`config.mk`:
```
export PLATFORM = sky130hd
export DESIGN_NAME = crbd_top
export DESIGN_NICKNAME = d
export VERILOG_FILES = /design/src/crbd_pkg.sv /design/src/crbd_reset_sync.sv /design/src/crbd_top.sv
export SDC_FILE = /design/constraint.sdc
export NUM_CORES = 1
export LEC_CHECK = 0
export BUFFER_PORTS_ARGS = -buffer_cell sky130_fd_sc_hd__buf_2
export CORE_UTILIZATION = 44
export DETAILED_ROUTE_END_ITERATION = 8
export HOLD_SLACK_MARGIN = 0.12
export PLACE_DENSITY = 0.94
export SKIP_CTS_REPAIR_TIMING = 1
export SLEW_MARGIN = 20
export SYNTH_ARGS = -nofsm -noshare
export SYNTH_HDL_FRONTEND = slang
export SYNTH_SLANG_ARGS = --single-unit
export TNS_END_PERCENT = 30
```
`constraint.sdc`:
```
create_clock -name sys_clk -period 8.53 [get_ports sys_clk]
set_input_delay 0.4265 -clock sys_clk [delete_from_list [all_inputs] [get_ports sys_clk]]
set_output_delay 0.4265 -clock sys_clk [all_outputs]
set_load 0.01 [all_outputs]
```
`src/crbd_pkg.sv`:
```
// crbd_pkg: constants and carrier types for the clock, reset and bus-direction block
// assumes: one 250 MHz clock (the double-rate input) drives everything
//
// How it works
// RQ1 - core clock is the input clock divided by two
// RQ2 - core clock keeps toggling while reset is asserted
// RQ3 - core clock phase is fixed by the trailing edge of reset
// RQ4 - raw reset passes two flops; synchronized trailing edge aligns the phase
// RQ5 - 25-bit address bus driven for core or DMA chip-select accesses
// RQ6 - under external master the address bus is received and routed to decoders
// RQ7 - data bus received on ROM/PROM/IO fetches and external master writes
// RQ8 - data bus driven on IO writes and external master reads
// RQ9 - interrupt acknowledge neither drives nor samples the data bus
// RQ10 - raw reset pin resets core, registers and external devices
// RQ11 - software reset instruction leaves registers and processor state untouched
// RQ12 - clock source may slow the clock but never remove it
// RQ13 - on bus grant the read/write line becomes an input
// RQ14 - high-impedance and test inputs select three-state, input-pin or normal mode
// RQ15 - reset is synchronized and a synchronous reset output keeps clocks in phase
// RQ16 - divider forced to a defined state on detected reset release
`default_nettype none
package crbd_pkg;
    localparam int ADDR_W = 25;
    localparam int DATA_W = 16;
    localparam int UPPER_LO = 21; // address_lines index of A22 (bit 0 is A1)
    localparam int UPPER_W = 4;
    localparam int SYNC_STAGES = 2;
    localparam int DIV_RATIO = 2;
    localparam logic CORE_CLK_RESET = 1'b0;
    localparam logic CORE_CLK_ALIGN = 1'b0;

    // ------------------------------------------------------------
    // pin-mode decode of high_impedance_select and test
    // ------------------------------------------------------------
    typedef enum logic [1:0] {
        CRBD_MODE_TRISTATE = 2'b00,
        CRBD_MODE_INPUT_PIN = 2'b01,
        CRBD_MODE_NORMAL = 2'b10,
        CRBD_MODE_SPECIAL = 2'b11
    } crbd_mode_type;

    typedef enum logic [2:0] {
        CRBD_CYC_IDLE = 3'h0,
        CRBD_CYC_FETCH = 3'h1,
        CRBD_CYC_IO_WRITE = 3'h2,
        CRBD_CYC_INT_ACK = 3'h3,
        CRBD_CYC_ADDR_ONLY = 3'h4
    } crbd_cycle_type;

    typedef struct packed {
        logic [ADDR_W-1:0] addr;
        logic [DATA_W-1:0] data;
        logic rd_wr;
        logic addr_valid;
    } crbd_bus_type;

    typedef struct packed {
        logic [ADDR_W-1:0] addr_oe_n;
        logic data_oe_n;
        logic rd_wr_oe_n;
        logic strobe_oe_n;
        logic others_oe_n;
    } crbd_enable_type;
endpackage
`default_nettype wire

```
`src/crbd_reset_sync.sv`:
```
// crbd_reset_sync: two-stage synchronizer with release-edge detect
// assumes: raw input is asynchronous to sys_clk
`default_nettype none
module crbd_reset_sync
    import crbd_pkg::*;
(
    input wire logic sys_clk, // clock
    input wire logic reset, // async reset, active high
    input wire logic raw_in_n, // raw active-low reset pin
    output logic sync_rst, // synchronized reset, active high
    output logic release_pulse // one cycle at the trailing edge
);
    logic [SYNC_STAGES-1:0] stage_q;
    logic sync_rst_q;

    // ------------------------------------------------------------
    // synchronizer: stage 0 feeds only stage 1
    // ------------------------------------------------------------
    always_ff @(posedge sys_clk or posedge reset)
    begin
        if (reset)
        begin
            stage_q <= '1;
        end
        else
        begin
            stage_q <= {stage_q[SYNC_STAGES-2:0], ~raw_in_n}; // RQ4
        end
    end

    always_ff @(posedge sys_clk or posedge reset)
    begin
        if (reset)
        begin
            sync_rst_q <= 1'b1;
        end
        else
        begin
            sync_rst_q <= stage_q[SYNC_STAGES-1]; // RQ15
        end
    end

    assign sync_rst = sync_rst_q;
    assign release_pulse = sync_rst_q & ~stage_q[SYNC_STAGES-1]; // RQ4

    a_release_once: assert property (@(posedge sys_clk) disable iff (reset)
        release_pulse |=> !release_pulse) // RQ4
        else $error("release pulse longer than one cycle");
endmodule
`default_nettype wire

```
`src/crbd_top.sv`:
```
// crbd_top: half-rate core clock generation and system bus direction control
// assumes: sys_clk is the double-rate input; core logic supplies cycle kind and bus ownership
`default_nettype none
module crbd_top
    import crbd_pkg::*;
#(
    parameter int ADDR_BITS = ADDR_W,
    parameter int DATA_BITS = DATA_W
)
(
    input wire logic sys_clk, // double-rate input clock
    input wire logic reset, // async power-on reset, active high
    input wire logic raw_reset_in_n, // raw reset pin, active low
    input wire logic soft_reset_req, // reset instruction from core, pulse
    input wire logic high_impedance_select_n, // pin, active low
    input wire logic test_in, // test pin
    input wire logic bus_request_in_n, // pin, active low
    input wire logic bus_grant_out_n, // grant from arbiter, active low
    input wire logic cycle_active, // core or dma cycle running
    input wire crbd_cycle_type cycle_kind, // kind of internal cycle
    input wire logic ext_rd_wr, // rd_wr as seen by ext master, 1 read
    input wire crbd_bus_type core_bus, // internal address/data/strobe to drive
    input wire logic [ADDR_BITS-1:0] address_lines_i, // address pins in
    input wire logic [DATA_BITS-1:0] data_lines_i, // data pins in
    input wire logic rd_wr_i, // read/write pin in
    input wire logic address_valid_strobe_n_i, // strobe pin in, active low
    output logic half_rate_core_clock, // core clock out
    output logic sync_reset_out, // synchronous reset, active high
    output logic ext_device_reset_n, // reset to external devices, active low
    output logic [ADDR_BITS-1:0] address_lines_o, // address pins out
    output crbd_enable_type pin_oe_n, // output enables, low drives
    output logic [DATA_BITS-1:0] data_lines_o, // data pins out
    output logic rd_wr_o, // read/write pin out
    output logic address_valid_strobe_n_o, // strobe pin out, active low
    output logic [ADDR_BITS-1:0] decode_addr, // address to internal decoders
    output logic [DATA_BITS-1:0] read_data, // captured data bus
    output logic read_data_valid, // pulse, read_data updated
    output logic ext_rd_wr_seen, // ext master read/write, registered
    output logic ext_strobe_seen, // ext master strobe active, registered
    output crbd_mode_type pin_mode, // decoded pin mode, registered
    output logic bus_request_seen // synchronized bus request, active high
);
    // the carrier structs fix the pin widths, so other widths cannot be served
    if (ADDR_BITS != ADDR_W || DATA_BITS != DATA_W)
    begin : g_width_check
        $error("crbd_top: bus widths must match the pin widths");
    end

    // ------------------------------------------------------------
    // reset synchronizer
    // ------------------------------------------------------------
    logic sync_rst;
    logic release_pulse;

    crbd_reset_sync u_sync (
        .sys_clk(sys_clk),
        .reset(reset),
        .raw_in_n(raw_reset_in_n),
        .sync_rst(sync_rst),
        .release_pulse(release_pulse)
    );

    assign sync_reset_out = sync_rst; // RQ15
    // soft reset request deliberately has no effect on any state
    assign ext_device_reset_n = ~sync_rst; // RQ10 RQ11

    // ------------------------------------------------------------
    // half-rate clock divider
    // ------------------------------------------------------------
    logic core_clk_q;

    always_ff @(posedge sys_clk or posedge reset)
    begin
        if (reset)
        begin
            core_clk_q <= CORE_CLK_RESET;
        end
        else if (release_pulse)
        begin
            core_clk_q <= CORE_CLK_ALIGN; // RQ3 RQ16
        end
        else
        begin
            core_clk_q <= ~core_clk_q; // RQ1 RQ2
        end
    end

    assign half_rate_core_clock = core_clk_q;

    a_clock_toggles: assert property (@(posedge sys_clk) disable iff (reset)
        (sync_rst && !release_pulse) |=> (core_clk_q != $past(core_clk_q))) // RQ2
        else $error("core clock stopped during reset");
    a_phase_aligned: assert property (@(posedge sys_clk) disable iff (reset)
        release_pulse |=> (core_clk_q == CORE_CLK_ALIGN) ##1 (core_clk_q != CORE_CLK_ALIGN)) // RQ3
        else $error("core clock phase not aligned at reset release");
    a_half_rate: assert property (@(posedge sys_clk) disable iff (reset)
        (!release_pulse ##1 !release_pulse ##1 !release_pulse)
        |-> (core_clk_q == $past(core_clk_q, 2) && core_clk_q != $past(core_clk_q))) // RQ1
        else $error("core clock not at half rate");

    // ------------------------------------------------------------
    // pin synchronizers for mode straps and bus request
    // ------------------------------------------------------------
    logic [2:0] pins_meta_q;
    logic [2:0] pins_q;

    always_ff @(posedge sys_clk or posedge reset)
    begin
        if (reset)
        begin
            pins_meta_q <= 3'h0;
            pins_q <= 3'h0;
        end
        else
        begin
            pins_meta_q <= {~bus_request_in_n, high_impedance_select_n, test_in};
            pins_q <= pins_meta_q;
        end
    end

    crbd_mode_type mode_q;

    always_ff @(posedge sys_clk or posedge reset)
    begin
        if (reset)
        begin
            mode_q <= CRBD_MODE_TRISTATE;
        end
        else
        begin
            mode_q <= crbd_mode_type'(pins_q[1:0]); // RQ14
        end
    end

    assign pin_mode = mode_q;
    assign bus_request_seen = pins_q[2];

    // ------------------------------------------------------------
    // direction decode
    // ------------------------------------------------------------
    logic granted;
    logic all_off;
    logic upper_off;
    logic drive_addr;
    logic drive_data;
    logic sample_data;

    assign granted = ~bus_grant_out_n;
    assign all_off = (mode_q != CRBD_MODE_NORMAL); // RQ14
    assign upper_off = all_off;
    assign drive_addr = cycle_active && !granted && (cycle_kind != CRBD_CYC_IDLE); // RQ5
    assign drive_data = granted ? ext_rd_wr
                      : (cycle_active && cycle_kind == CRBD_CYC_IO_WRITE); // RQ8 RQ9
    assign sample_data = granted ? (!ext_rd_wr && !address_valid_strobe_n_i)
                       : (cycle_active && cycle_kind == CRBD_CYC_FETCH); // RQ7 RQ9

    always_comb
    begin
        pin_oe_n = '1;
        if (!all_off)
        begin
            pin_oe_n.addr_oe_n = drive_addr ? '0 : '1; // RQ5 RQ6
            pin_oe_n.data_oe_n = ~drive_data; // RQ8
            pin_oe_n.rd_wr_oe_n = granted || !cycle_active; // RQ13
            pin_oe_n.strobe_oe_n = granted || !cycle_active;
            pin_oe_n.others_oe_n = 1'b0;
        end
        if (upper_off)
        begin
            pin_oe_n.addr_oe_n[UPPER_LO +: UPPER_W] = '1; // RQ14
        end
    end

    // ------------------------------------------------------------
    // registered pin outputs and captured inputs
    // ------------------------------------------------------------
    always_ff @(posedge sys_clk or posedge reset)
    begin
        if (reset)
        begin
            address_lines_o <= '0;
            data_lines_o <= '0;
            rd_wr_o <= 1'b1;
            address_valid_strobe_n_o <= 1'b1;
        end
        else
        begin
            address_lines_o <= core_bus.addr; // RQ5
            data_lines_o <= core_bus.data;
            rd_wr_o <= core_bus.rd_wr;
            address_valid_strobe_n_o <= ~(core_bus.addr_valid && cycle_active);
        end
    end

    always_ff @(posedge sys_clk or posedge reset)
    begin
        if (reset)
        begin
            decode_addr <= '0;
            ext_rd_wr_seen <= 1'b1;
            ext_strobe_seen <= 1'b0;
        end
        else
        begin
            decode_addr <= granted ? address_lines_i : core_bus.addr; // RQ6
            ext_rd_wr_seen <= rd_wr_i;
            ext_strobe_seen <= granted && !address_valid_strobe_n_i;
        end
    end

    always_ff @(posedge sys_clk or posedge reset)
    begin
        if (reset)
        begin
            read_data <= '0;
            read_data_valid <= 1'b0;
        end
        else
        begin
            read_data_valid <= sample_data; // RQ7 RQ9
            if (sample_data)
            begin
                read_data <= data_lines_i;
            end
        end
    end

    a_intack_quiet: assert property (@(posedge sys_clk) disable iff (reset)
        (!granted && cycle_active && cycle_kind == CRBD_CYC_INT_ACK)
        |-> (pin_oe_n.data_oe_n && !sample_data)) // RQ9
        else $error("data bus used during interrupt acknowledge");
    a_grant_releases: assert property (@(posedge sys_clk) disable iff (reset)
        granted |-> (pin_oe_n.rd_wr_oe_n && (&pin_oe_n.addr_oe_n))) // RQ13
        else $error("read/write or address driven while granted");
    a_mode_tristate: assert property (@(posedge sys_clk) disable iff (reset)
        (mode_q != CRBD_MODE_NORMAL) |-> (pin_oe_n == '1)) // RQ14
        else $error("outputs driven outside normal mode");
    a_io_write_drive: assert property (@(posedge sys_clk) disable iff (reset)
        (mode_q == CRBD_MODE_NORMAL && !granted && cycle_active && cycle_kind == CRBD_CYC_IO_WRITE)
        |-> !pin_oe_n.data_oe_n) // RQ8
        else $error("data bus not driven on io write");
    a_fetch_capture: assert property (@(posedge sys_clk) disable iff (reset)
        (!granted && cycle_active && cycle_kind == CRBD_CYC_FETCH)
        |=> (read_data_valid && read_data == $past(data_lines_i))) // RQ7
        else $error("fetch data not captured");
    a_ext_addr_route: assert property (@(posedge sys_clk) disable iff (reset)
        granted |=> (decode_addr == $past(address_lines_i))) // RQ6
        else $error("external address not routed to decoders");
    a_core_addr_drive: assert property (@(posedge sys_clk) disable iff (reset)
        (mode_q == CRBD_MODE_NORMAL && drive_addr) |-> (pin_oe_n.addr_oe_n == '0)) // RQ5
        else $error("address not driven on core cycle");
    a_device_reset: assert property (@(posedge sys_clk) disable iff (reset)
        (!raw_reset_in_n ##1 !raw_reset_in_n ##1 !raw_reset_in_n) |=> !ext_device_reset_n) // RQ10
        else $error("external devices not reset by reset pin");
endmodule
`default_nettype wire

```
==> metrics, run 1 <==
CTS buffer count=9; CTS tree=built; DIE AREA=7838 um2; clk slew on worst S/H paths=0.10 ns; initial antenna violation count=0; fmax=430.9 MHz; core box area=7253 um2; RePlAce Congestion=0.7547; layout cells sized above 1=70.03%; Clock Latency Late Sink=0.35 ns; DRC marker count from the first detailed-route iteration=32; Vert. Die Dim=88.53 um; Max-cap violations=0; CP arrival=1.89 ns; register bit count reported by yosys=99; Setup TNS=0 ns; die width=88.53 um; gr ovfl total=0; iteration count of the initial detailed-routing pass=4; row cnt=31; HP Class=input port to asynchronous set/reset pin; Post-synth ARST share=100.0%; Sw Share=25.04%; clock root cell=clkbuf_8; YS warnings=0; Nets=491; syn_nets=290; Clock Power Share=32.3%; most frequent cells in the layout=buf_2 (219), dfrtp_1 (93), mux2_2 (32); total number of vias=2171; Setup Crit Path Kind=input port to primary output; sequential element share of the synthesized area=75.43%; final clock skew=0.008264 ns; routed length per instance=13.58 um; # H-tree levels=3; most common cell after layout, fill and taps aside=buf_2; Lkg Pwr=0.002325 uW; Worst VDD drop=0.1170 mV; EDFF count, synth=0; Top Ports=221; slew margin rel.=49.79%; crit path launch type=input port; largest net degree at the start of global routing=57; post-DP HPWL=5275 um; CTS max path bufs=2; PwrDens=213.0 nW/um2; gr usage total=16.95%; total wire length=6735 um; combinational fraction of design power=13.6%; final core utilization=62.31%; Port Buffers=219; final setup violation count=0; final hold vios=0; number of clock sinks=99; vias per inst=4.377; ANT cells=0; Avg Cell Area, Syn=17.25 um2; worst setup margin=6.209 ns; Setup crit end kind=primary output; Slew Limit Fails=0; Period minus WS final=2.321 ns; Pint=721.7 uW; vias in the first global route=2112; status=finished, final reports clean; unrepaired setup endpoints after global routing=no; net load switching power=241.1 uW; CP max FO=31; initial core utilization=45.42%; WP data required=8.10 ns; Yosys cell types=18; first-pass GRT wire length=9611 um; Tightest Pin Transition=0.7531 ns; Mapped Area=3294 um2; Final Cycle Share=27.21%; part of the power in registers=54.1%; Synth-to-Final Area Change=37.18%; Top FF cell, synth=dfrtp_1; DRC=0; DP Worst Slack=6.171 ns; post-route ant nets=0; Synth Instances=191
## power by group through the flow
stage / Sequential [uW] / Combinational (uW) / Clock [uW]
finish: 521 / 131 / 311
global route: 526 / 145 / 336
CTS: 522 / 134 / 318
detailed placement: 531 / 133 / 0
global placement: 529 / 129 / 0
floorplan: 551 / 43.0 / 0
## cell usage after synthesis, types with 2 or more instances
library cell / number / share of area (%)
mux2_1: 9 / 3.1
mux2_2: 32 / 11
inv_1: 7 / 0.80
dfstp_2: 6 / 4.8
nor2b_1: 2 / 0.38
nor2_1: 3 / 0.34
dfrtp_1: 93 / 71
buf_2: 3 / 0.46
buf_4: 26 / 5.9
nand2_1: 2 / 0.23
## layer usage
| layer | wire, um | vias to the layer above | global-route usage [%] |
|---|---|---|---|
| met3 | 574 | 14 | 5.970 |
| li1 | - | 1001 | - |
| met4 | 125 | 0 | 7.331 |
| met2 | 3479 | 129 | 30.21 |
| met1 | 2556 | 1027 | 18.19 |
| met5 | 0 | - | 0 |
## sequential cells by signal (all words and copies together) (netlist names)
signal / cells
address_lines_o: 25
decode_addr: 25
ext_rd_wr_seen: 1
pin_mode: 2
rd_wr_o: 1
read_data: 16
address_valid_strobe_n_o: 1
ext_strobe_seen: 1
data_lines_o: 16
half_rate_core_clock: 1
u_sync.stage_q: 2
pins_meta_q: 3
pins_q: 3
read_data_valid: 1
u_sync.sync_rst: 1
## layout make-up
| cell class | count | area, um2 |
|---|---|---|
| Fill cell | 575 | 2734 |
| Sequential cell | 99 | 2485 |
| Timing Repair Buffer | 220 | 1104 |
| Multi-Input combinational cell | 55 | 561.8 |
| Clock buffer | 10 | 137.6 |
| Tap cell | 99 | 123.9 |
| Clock inverter | 6 | 78.83 |
| Inverter | 7 | 28.78 |
## metrics by stage
stage	hold WS (ns)	cell area (um2)	std cells	total power (uW)
floorplan	0.3312	3294	191	594.2
global placement	0.3346	4303	480	657.5
detailed placement	0.3347	4303	480	664.5
CTS	0.1048	4519	496	973.9
global route	0.1347	4519	496	1008
finish	0.09566	4519	496	962.8
## worst max-delay path: stages
cell,delay (ns)
buf_2,0.58
nand3_1,0.20
or2_2,0.48
buf_2,0.19
## final timing paths
| check | from | endpoint | slack [ns] | cells past startpoint |
|---|---|---|---|---|
| hold reg to reg | pins_q[1] | pin_mode[1] | 0.35 | 0 |
| hold / removal | reset | data_lines_o[9] | 0.1 | 2 |
| setup / recovery | bus_grant_out_n | pin_oe_n[22] | 6.21 | 4 |
| max in group asynchronous | reset | data_lines_o[13] | 7.34 | 3 |
| setup reg to reg | read_data[5] | read_data[5] | 7.71 | 1 |
| min in group sys_clk | rd_wr_i | ext_rd_wr_seen | 0.16 | 1 |
## cells by family after synthesis
| logic type | synth area share [%] |
|---|---|
| mux | 14.01 |
| flops | 75.43 |
| simple gates | 1.747 |
| buf+inv | 7.520 |
| compound gates | 1.291 |
Power figures use the tool's default switching activity.
==> inputs of run 2 (changes only) <==
--- a/config.mk
+++ b/config.mk
@@ -6,10 +6,10 @@
 export NUM_CORES = 1
 export LEC_CHECK = 0
 export BUFFER_PORTS_ARGS = -buffer_cell sky130_fd_sc_hd__buf_2
-export CORE_UTILIZATION = 44
+export CORE_UTILIZATION = 41
 export DETAILED_ROUTE_END_ITERATION = 8
 export HOLD_SLACK_MARGIN = 0.12
-export PLACE_DENSITY = 0.94
+export PLACE_DENSITY = 0.89
 export SKIP_CTS_REPAIR_TIMING = 1
 export SLEW_MARGIN = 20
 export SYNTH_ARGS = -nofsm -noshare
==> constraint.sdc (replaced) <==
create_clock -name sys_clk -period 2.4 [get_ports sys_clk]
set_input_delay 0.12 -clock sys_clk [delete_from_list [all_inputs] [get_ports sys_clk]]
set_output_delay 0.12 -clock sys_clk [all_outputs]
set_load 0.01 [all_outputs]
==> run 2 against run 1 <==
Effect of this change:
- first-iteration DRC count is 6.3% higher
- utilization increased by 7.5 points
- non-clock buffer count is 94 higher
- cell count rose by 20%
- die area grew 7.1%
- register-to-register slack lost 6.1 ns
- clock-buffer cell count decreased by 1
- clock skew about the same
- critical path type is now flop to primary output
- critical endpoint is now pin_oe_n[21]
==> metrics, run 2 (same netlist as run 1, synthesis figures left out) <==
status=finished, final reports clean (unchanged); row cnt=32 (was 31); final setup violation count=0 (unchanged); gr usage total=16.82% (was 16.95%); clock root cell=clkbuf_8 (unchanged); Top Ports=221 (unchanged); most frequent cells in the layout=buf_2 (219), dfrtp_1 (93), dlygate4sd3_1 (92) (was buf_2 (219), dfrtp_1 (93), mux2_2 (32)); Hold WS=0.2243 ns (was 0.09566 ns); DIE AREA=8398 um2 (was 7838 um2); # H-tree levels=3 (unchanged); Setup crit end kind=primary output (unchanged); PwrDens=630.1 nW/um2 (was 213.0 nW/um2); Cells on Worst Hold Path=2; fin area=5423 um2 (was 4519 um2); Synth-to-Final Area Change=64.60% (was 37.18%); Top Registers=address_lines_o x25, decode_addr x25 (unchanged); Worst Hold End=ext_strobe_seen; Nets=585 (was 491); Tightest Pin Transition=0.6661 ns (was 0.7531 ns); HP Class=input port to flop (was input port to asynchronous set/reset pin); post-DP HPWL=5438 um (was 5275 um); die width=91.64 um (was 88.53 um); CTS max path bufs=2 (unchanged); core box area=7767 um2 (was 7253 um2); Setup TNS=0 ns (unchanged); Port Buffers=219 (unchanged); post-place instance area=4323 um2 (was 4303 um2); WP data required=2.28 ns (was 8.10 ns); vias per inst=4.324 (was 4.377); hold_sp=bus_grant_out_n; reg-to-reg endpoint=read_data[0] (was read_data[5]); setup slack, reg-to-reg=1.58 ns (was 7.71 ns); unrepaired setup endpoints after global routing=no (unchanged); first-pass GRT wire length=10780 um (was 9611 um); final clock skew=0.008566 ns (was 0.008264 ns); R2R cell count=1 (unchanged); Clock Latency Late Sink=0.35 ns (about the same); most common cell after layout, fill and taps aside=buf_2 (unchanged); DRC=0 (unchanged); final hold vios=0 (unchanged); total wire length=8668 um (was 6735 um); initial antenna violation count=0 (unchanged); Final Cycle Share=77.11%; CP max FO=25 (was 31); Period minus WS final=1.851 ns; Vert. Die Dim=91.64 um (was 88.53 um); CTS tree=built (unchanged); total number of vias=2564 (was 2171); DRC marker count from the first detailed-route iteration=34 (was 32); beginning of the worst register-to-register path=read_data[0] (was read_data[5]); layout cells sized above 1=57.03% (was 70.03%); routed length per instance=14.62 um (was 13.58 um); initial core utilization=42.41% (was 45.42%); slew margin rel.=55.45% (was 49.79%); RePlAce Congestion=0.7378 (was 0.7547); Max-cap violations=0 (unchanged); Worst VDD drop=0.3984 mV (was 0.1170 mV); Slew Limit Fails=0 (unchanged); fmax=540.4 MHz; post-route ant nets=0 (unchanged); ANT cells=0 (unchanged); crit path launch type=flop (was input port); Setup Crit Path Kind=flop to primary output (was input port to primary output); CTS buffer count=9 (unchanged); iteration count of the initial detailed-routing pass=4 (unchanged); largest net degree at the start of global routing=57 (unchanged); clk slew on worst S/H paths=0.10 ns (about the same); vias in the first global route=2273 (was 2112); CP arrival=1.73 ns (was 1.89 ns); gr ovfl total=0 (unchanged); Lkg Pwr=0.002694 uW (was 0.002325 uW); number of clock sinks=99 (unchanged)
## run 2: worst max path at each step
stage                         start             to  cells after the start
floorplan               pin_mode[0]   pin_oe_n[10]                      4
global placement    bus_grant_out_n  read_data[14]                      4
detailed placement  bus_grant_out_n  read_data[13]                      4
CTS                     pin_mode[1]   pin_oe_n[19]                      4
global route            pin_mode[0]   pin_oe_n[21]                      4
finish                  pin_mode[1]   pin_oe_n[21]                      4
## run 2: layout make-up
class                   count  area (um2)
inverters                   7       30.03
fillers                   517        2345
flip-flops and latches     99        2485
well taps                 102       127.6
repair buffers            314        2039
clock inverters             7       55.05
multi-input cells          55       561.8
clock buffers               9       123.9
## run 2: metal layers
layer / GRT usage, % / wire, um / vias up
met1: 18.31 / 3156 / 1233
met3: 4.561 / 669 / 15
li1: - / - / 1188
met4: 6.614 / 168 / 0
met5: 0 / 0 / -
met2: 30.89 / 4674 / 128
## run 2: power by group
group | total (uW) | internal [uW] | switching [uW]
Sequential | 1860 | 1810 | 53.6
Clock | 956 | 392 | 565
Combinational | 599 | 326 | 274
Total | 3420 | 2520 | 892
## run 2: worst max-delay path, stage by stage (launching register included)
cell and delay [ns]:
dfrtp_1 0.36, nor2b_1 0.23, nand3_1 0.13, or2_2 0.46, buf_2 0.19
## run 2: through the flow
step                utilization (%)  power [uW]  std cells  setup WS (ns)
CTS                           57.96        3343        501         0.5172
detailed placement            55.65        2369        485         0.6839
floorplan                         -        2112        191         0.8447
global route                  69.81        3592        593         0.4146
finish                        69.81        3417        593         0.5494
global placement              55.65        2340        485         0.7205
==> inputs of run 3 (changes only) <==
--- a/config.mk
+++ b/config.mk
@@ -5,11 +5,12 @@
 export SDC_FILE = /design/constraint.sdc
 export NUM_CORES = 1
 export LEC_CHECK = 0
+export ABC_AREA = 1
 export BUFFER_PORTS_ARGS = -buffer_cell sky130_fd_sc_hd__buf_2
-export CORE_UTILIZATION = 41
+export CORE_UTILIZATION = 38
 export DETAILED_ROUTE_END_ITERATION = 8
 export HOLD_SLACK_MARGIN = 0.12
-export PLACE_DENSITY = 0.89
+export PLACE_DENSITY = 0.86
 export SKIP_CTS_REPAIR_TIMING = 1
 export SLEW_MARGIN = 20
 export SYNTH_ARGS = -nofsm -noshare
==> constraint.sdc (replaced) <==
create_clock -name sys_clk -period 1.7 [get_ports sys_clk]
set_input_delay 0.085 -clock sys_clk [delete_from_list [all_inputs] [get_ports sys_clk]]
set_output_delay 0.085 -clock sys_clk [all_outputs]
set_load 0.01 [all_outputs]
==> run 3 against run 2 <==
Effect of this change:
- register-to-register slack worse by 0.68 ns
- via count increased by 18%
- non-clock buffer count grew 2
- clock-buffer cell count increased by 2
- clock skew decreased by 0.0051 ns
- combinational power up 42%
- routed wire length grew 10%
- highest routed layer unchanged
- clock power is 59% higher
- die area increased by 11%
- hold slack worse by 0.035 ns
==> metrics, run 3 <==
post-synth top area share=68.58% (was 70.64%); Setup crit end kind=primary output (unchanged); CTS buffer count=9 (unchanged); crit path launch type=flop (unchanged); RePlAce Congestion=0.7491 (was 0.7378); area of the multi-input gates=614.3 um2 (was 561.8 um2); Sw Share=25.94% (was 26.10%); Setup crit end=pin_oe_n[13] (was pin_oe_n[21]); sequential element share of the synthesized area=73.23% (was 75.43%); Clock Latency Late Sink=0.34 ns (was 0.35 ns); slew margin rel.=66.91% (was 55.45%); DRC marker count from the first detailed-route iteration=93 (was 34); layout cells sized above 1=43.30% (was 57.03%); post-DP HPWL=5814 um (was 5438 um); Synth top cells by count=nand2_1 (113), dfrtp_1 (93), buf_4 (27) (was dfrtp_1 (93), mux2_2 (32), buf_4 (26)); most frequent cell after synthesis=nand2_1 (was dfrtp_1); fmax=694.8 MHz; final hold vios=0 (unchanged); simple logic cell fraction of the synthesized area=17.96% (was 1.747%); R2R cell count=3 (was 1); number of clock sinks=99 (unchanged); gr usage total=16.30% (was 16.82%); Synth-to-Final Area Change=63.53% (was 64.60%); iteration count of the initial detailed-routing pass=5 (was 4); initial core utilization=39.10% (was 42.41%); WP data required=1.62 ns (was 2.28 ns); Vert. Die Dim=96.50 um (was 91.64 um); met3 Usage GRT=6.338% (was 4.561%); Critical Path Max Stage Delay=0.38 ns (was 0.46 ns); CP arrival=1.35 ns (was 1.73 ns); total number of vias=3021 (was 2564); leading area contributor after synthesis=dfrtp_1 (unchanged); mux cell area share after synthesis=0% (was 14.01%); final clock skew=0.003441 ns (was 0.008566 ns); Pint=3691 uW (was 2525 uW); post-synthesis xor/xnor area fraction=0% (unchanged); YS warnings=0 (unchanged); Adder-Cell Fraction of Synth Area=0% (unchanged); most common cell after layout, fill and taps aside=buf_2 (unchanged); reg-to-reg endpoint=half_rate_core_clock (was read_data[0]); EDFF count, synth=0 (unchanged); register bit count reported by yosys=99 (unchanged); met1 Use GR=17.56% (was 18.31%); Worst VDD drop=0.6458 mV (was 0.3984 mV); Mapped Area=3393 um2 (was 3294 um2); beginning of the worst register-to-register path=u_sync.sync_rst (was read_data[0]); vias in the first global route=2443 (was 2273); Clock Power Share=30.5% (was 28.0%); setup slack, reg-to-reg=0.90 ns (was 1.58 ns); PwrDens=898.1 nW/um2 (was 630.1 nW/um2); combinational fraction of design power=17.1% (was 17.5%); Nets=676 (was 585); Synth Instances=284 (was 191); routed length per instance=13.82 um (was 14.62 um); Synth area leaders=dfrtp_1 (69%), nand2_1 (13%), buf_4 (6.0%), dfstp_2 (4.6%), nand3_1 (2.7%) (was dfrtp_1 (71%), mux2_2 (11%), buf_4 (5.9%), dfstp_2 (4.8%), mux2_1 (3.1%)); clock root cell=clkbuf_8 (unchanged); CP Buf/Inv Count=4 (was 1); worst-path cell chain=inv_1 > nand2_1 > inv_1 > nand3_1 > buf_4 > buf_2 (was nor2b_1 > nand3_1 > or2_2 > buf_2); Post-synth ARST share=100.0% (unchanged); row cnt=34 (was 32); vias per inst=4.378 (was 4.324); HP Class=input port to flop (unchanged); CP max FO=25 (unchanged); die width=96.50 um (was 91.64 um); Period minus WS final=1.439 ns; grt met2 use=29.87% (was 30.89%); crit path from=pin_mode[0] (was pin_mode[1]); Avg Cell Area, Syn=11.95 um2 (was 17.25 um2); Setup Crit Path Kind=flop to primary output (unchanged); CTS max path bufs=2 (unchanged); initial antenna violation count=0 (unchanged); CTS tree=built (unchanged); clk slew on worst S/H paths=0.09 ns (was 0.10 ns); first-pass GRT wire length=11230 um (was 10780 um); cell family with most CP delay=buffers and inverters (was simple AND/OR/NAND/NOR gates); Top FF cell, synth=dfrtp_1 (unchanged); part of the power in registers=52.4% (was 54.5%); final setup violation count=0 (unchanged); core box area=8678 um2 (was 7767 um2); Max-cap violations=0 (unchanged); largest net degree at the start of global routing=100 (was 57); total wire length=9537 um (was 8668 um); syn_nets=383 (was 290); area occupied by registers=2485 um2 (unchanged); number of cells on the critical path=6 (was 4); Slew Limit Fails=0 (unchanged); # H-tree levels=3 (unchanged); DIE AREA=9311 um2 (was 8398 um2); unrepaired setup endpoints after global routing=no (unchanged); net load switching power=1293 uW (was 891.8 uW); Port Buffers=219 (unchanged); Tightest Pin Transition=0.4963 ns (was 0.6661 ns); Final Cycle Share=84.66%; Setup TNS=0 ns (unchanged); Top Ports=221 (unchanged); Most common cell on crit path=inv_1; largest family of logic cells by synthesized area=simple AND/OR/NAND/NOR gates (was multiplexers); Power, Total=4984 uW (was 3417 uW); Lkg Pwr=0.002962 uW (was 0.002694 uW); gr ovfl total=0 (unchanged); status=finished, final reports clean (unchanged); CP max-delay cell=dfrtp_1 (was or2_2); DRC=0 (unchanged); Top Registers=address_lines_o x25, decode_addr x25 (unchanged); ANT cells=0 (unchanged); Fillers=626 (was 517); Synth Area in Compound Gates=0.1475% (was 1.291%); post-route ant nets=0 (unchanged); Yosys cell types=17 (was 18); most frequent cells in the layout=buf_2 (219), nand2_1 (113), dfrtp_1 (93) (was buf_2 (219), dfrtp_1 (93), dlygate4sd3_1 (92)); gr busiest metal=met2 (unchanged)
-- run 3: cell type report --
class	count	area share (%)
Timing Repair Buffer	316	37.25
Sequential cell	99	44.78
Clock buffer	11	2.548
Multi-Input combinational cell	140	11.07
Inverter	11	0.8117
Clock inverter	5	1.105
Tap cell	108	2.435
-- run 3: cells by family after synthesis --
family	count (synthesis)
flops	99
compound gates	1
buf+inv	45
simple gates	139
-- run 3: worst min path at each step --
stage | from | end | depth (start not counted)
after floorplan | rd_wr_i | ext_rd_wr_seen | 0
after global placement | core_bus[1] | rd_wr_o | 1
after detailed placement | core_bus[1] | rd_wr_o | 1
after CTS | core_bus[1] | rd_wr_o | 1
after global routing | bus_grant_out_n | decode_addr[24] | 4
final | bus_grant_out_n | decode_addr[24] | 4
-- run 3: power by group through the flow --
stage                     clock [uW]  sequential (uW)  combinational (uW)
after floorplan                    0             2750                 229
after global placement             0             2640                 658
after detailed placement           0             2650                 677
after CTS                       1560             2610                 678
after global routing            1660             2630                 941
final                           1520             2610                 852
-- run 3: worst register-to-register path, stage by stage (launching register included) --
cell and delay (ns):
dfstp_2 0.54, inv_1 0.04, nor2_1 0.08, nor2_1 0.05
-- run 3: per-stage QoR --
| step | hold slack [ns] | area [um2] | std cells | worst slack (ns) | util [%] |
|---|---|---|---|---|---|
| final | 0.1898 | 5549 | 690 | 0.2607 | 63.94 |
| after global routing | 0.1854 | 5549 | 690 | 0.07485 | 63.94 |
| after CTS | -0.1908 | 4628 | 598 | 0.2312 | 53.33 |
| after detailed placement | 0.1916 | 4425 | 582 | 0.6398 | 50.99 |
| after global placement | 0.1906 | 4425 | 582 | 0.6489 | 50.99 |
| after floorplan | 0.08948 | 3397 | 284 | 0.1788 | - |
-- run 3: routing by layer --
| layer | share of wire (%) | routed length (um) |
|---|---|---|
| met5 | 0 | 0 |
| met3 | 7.5 | 713 |
| met4 | 1.7 | 161 |
| met2 | 55 | 5242 |
| met1 | 36 | 3419 |
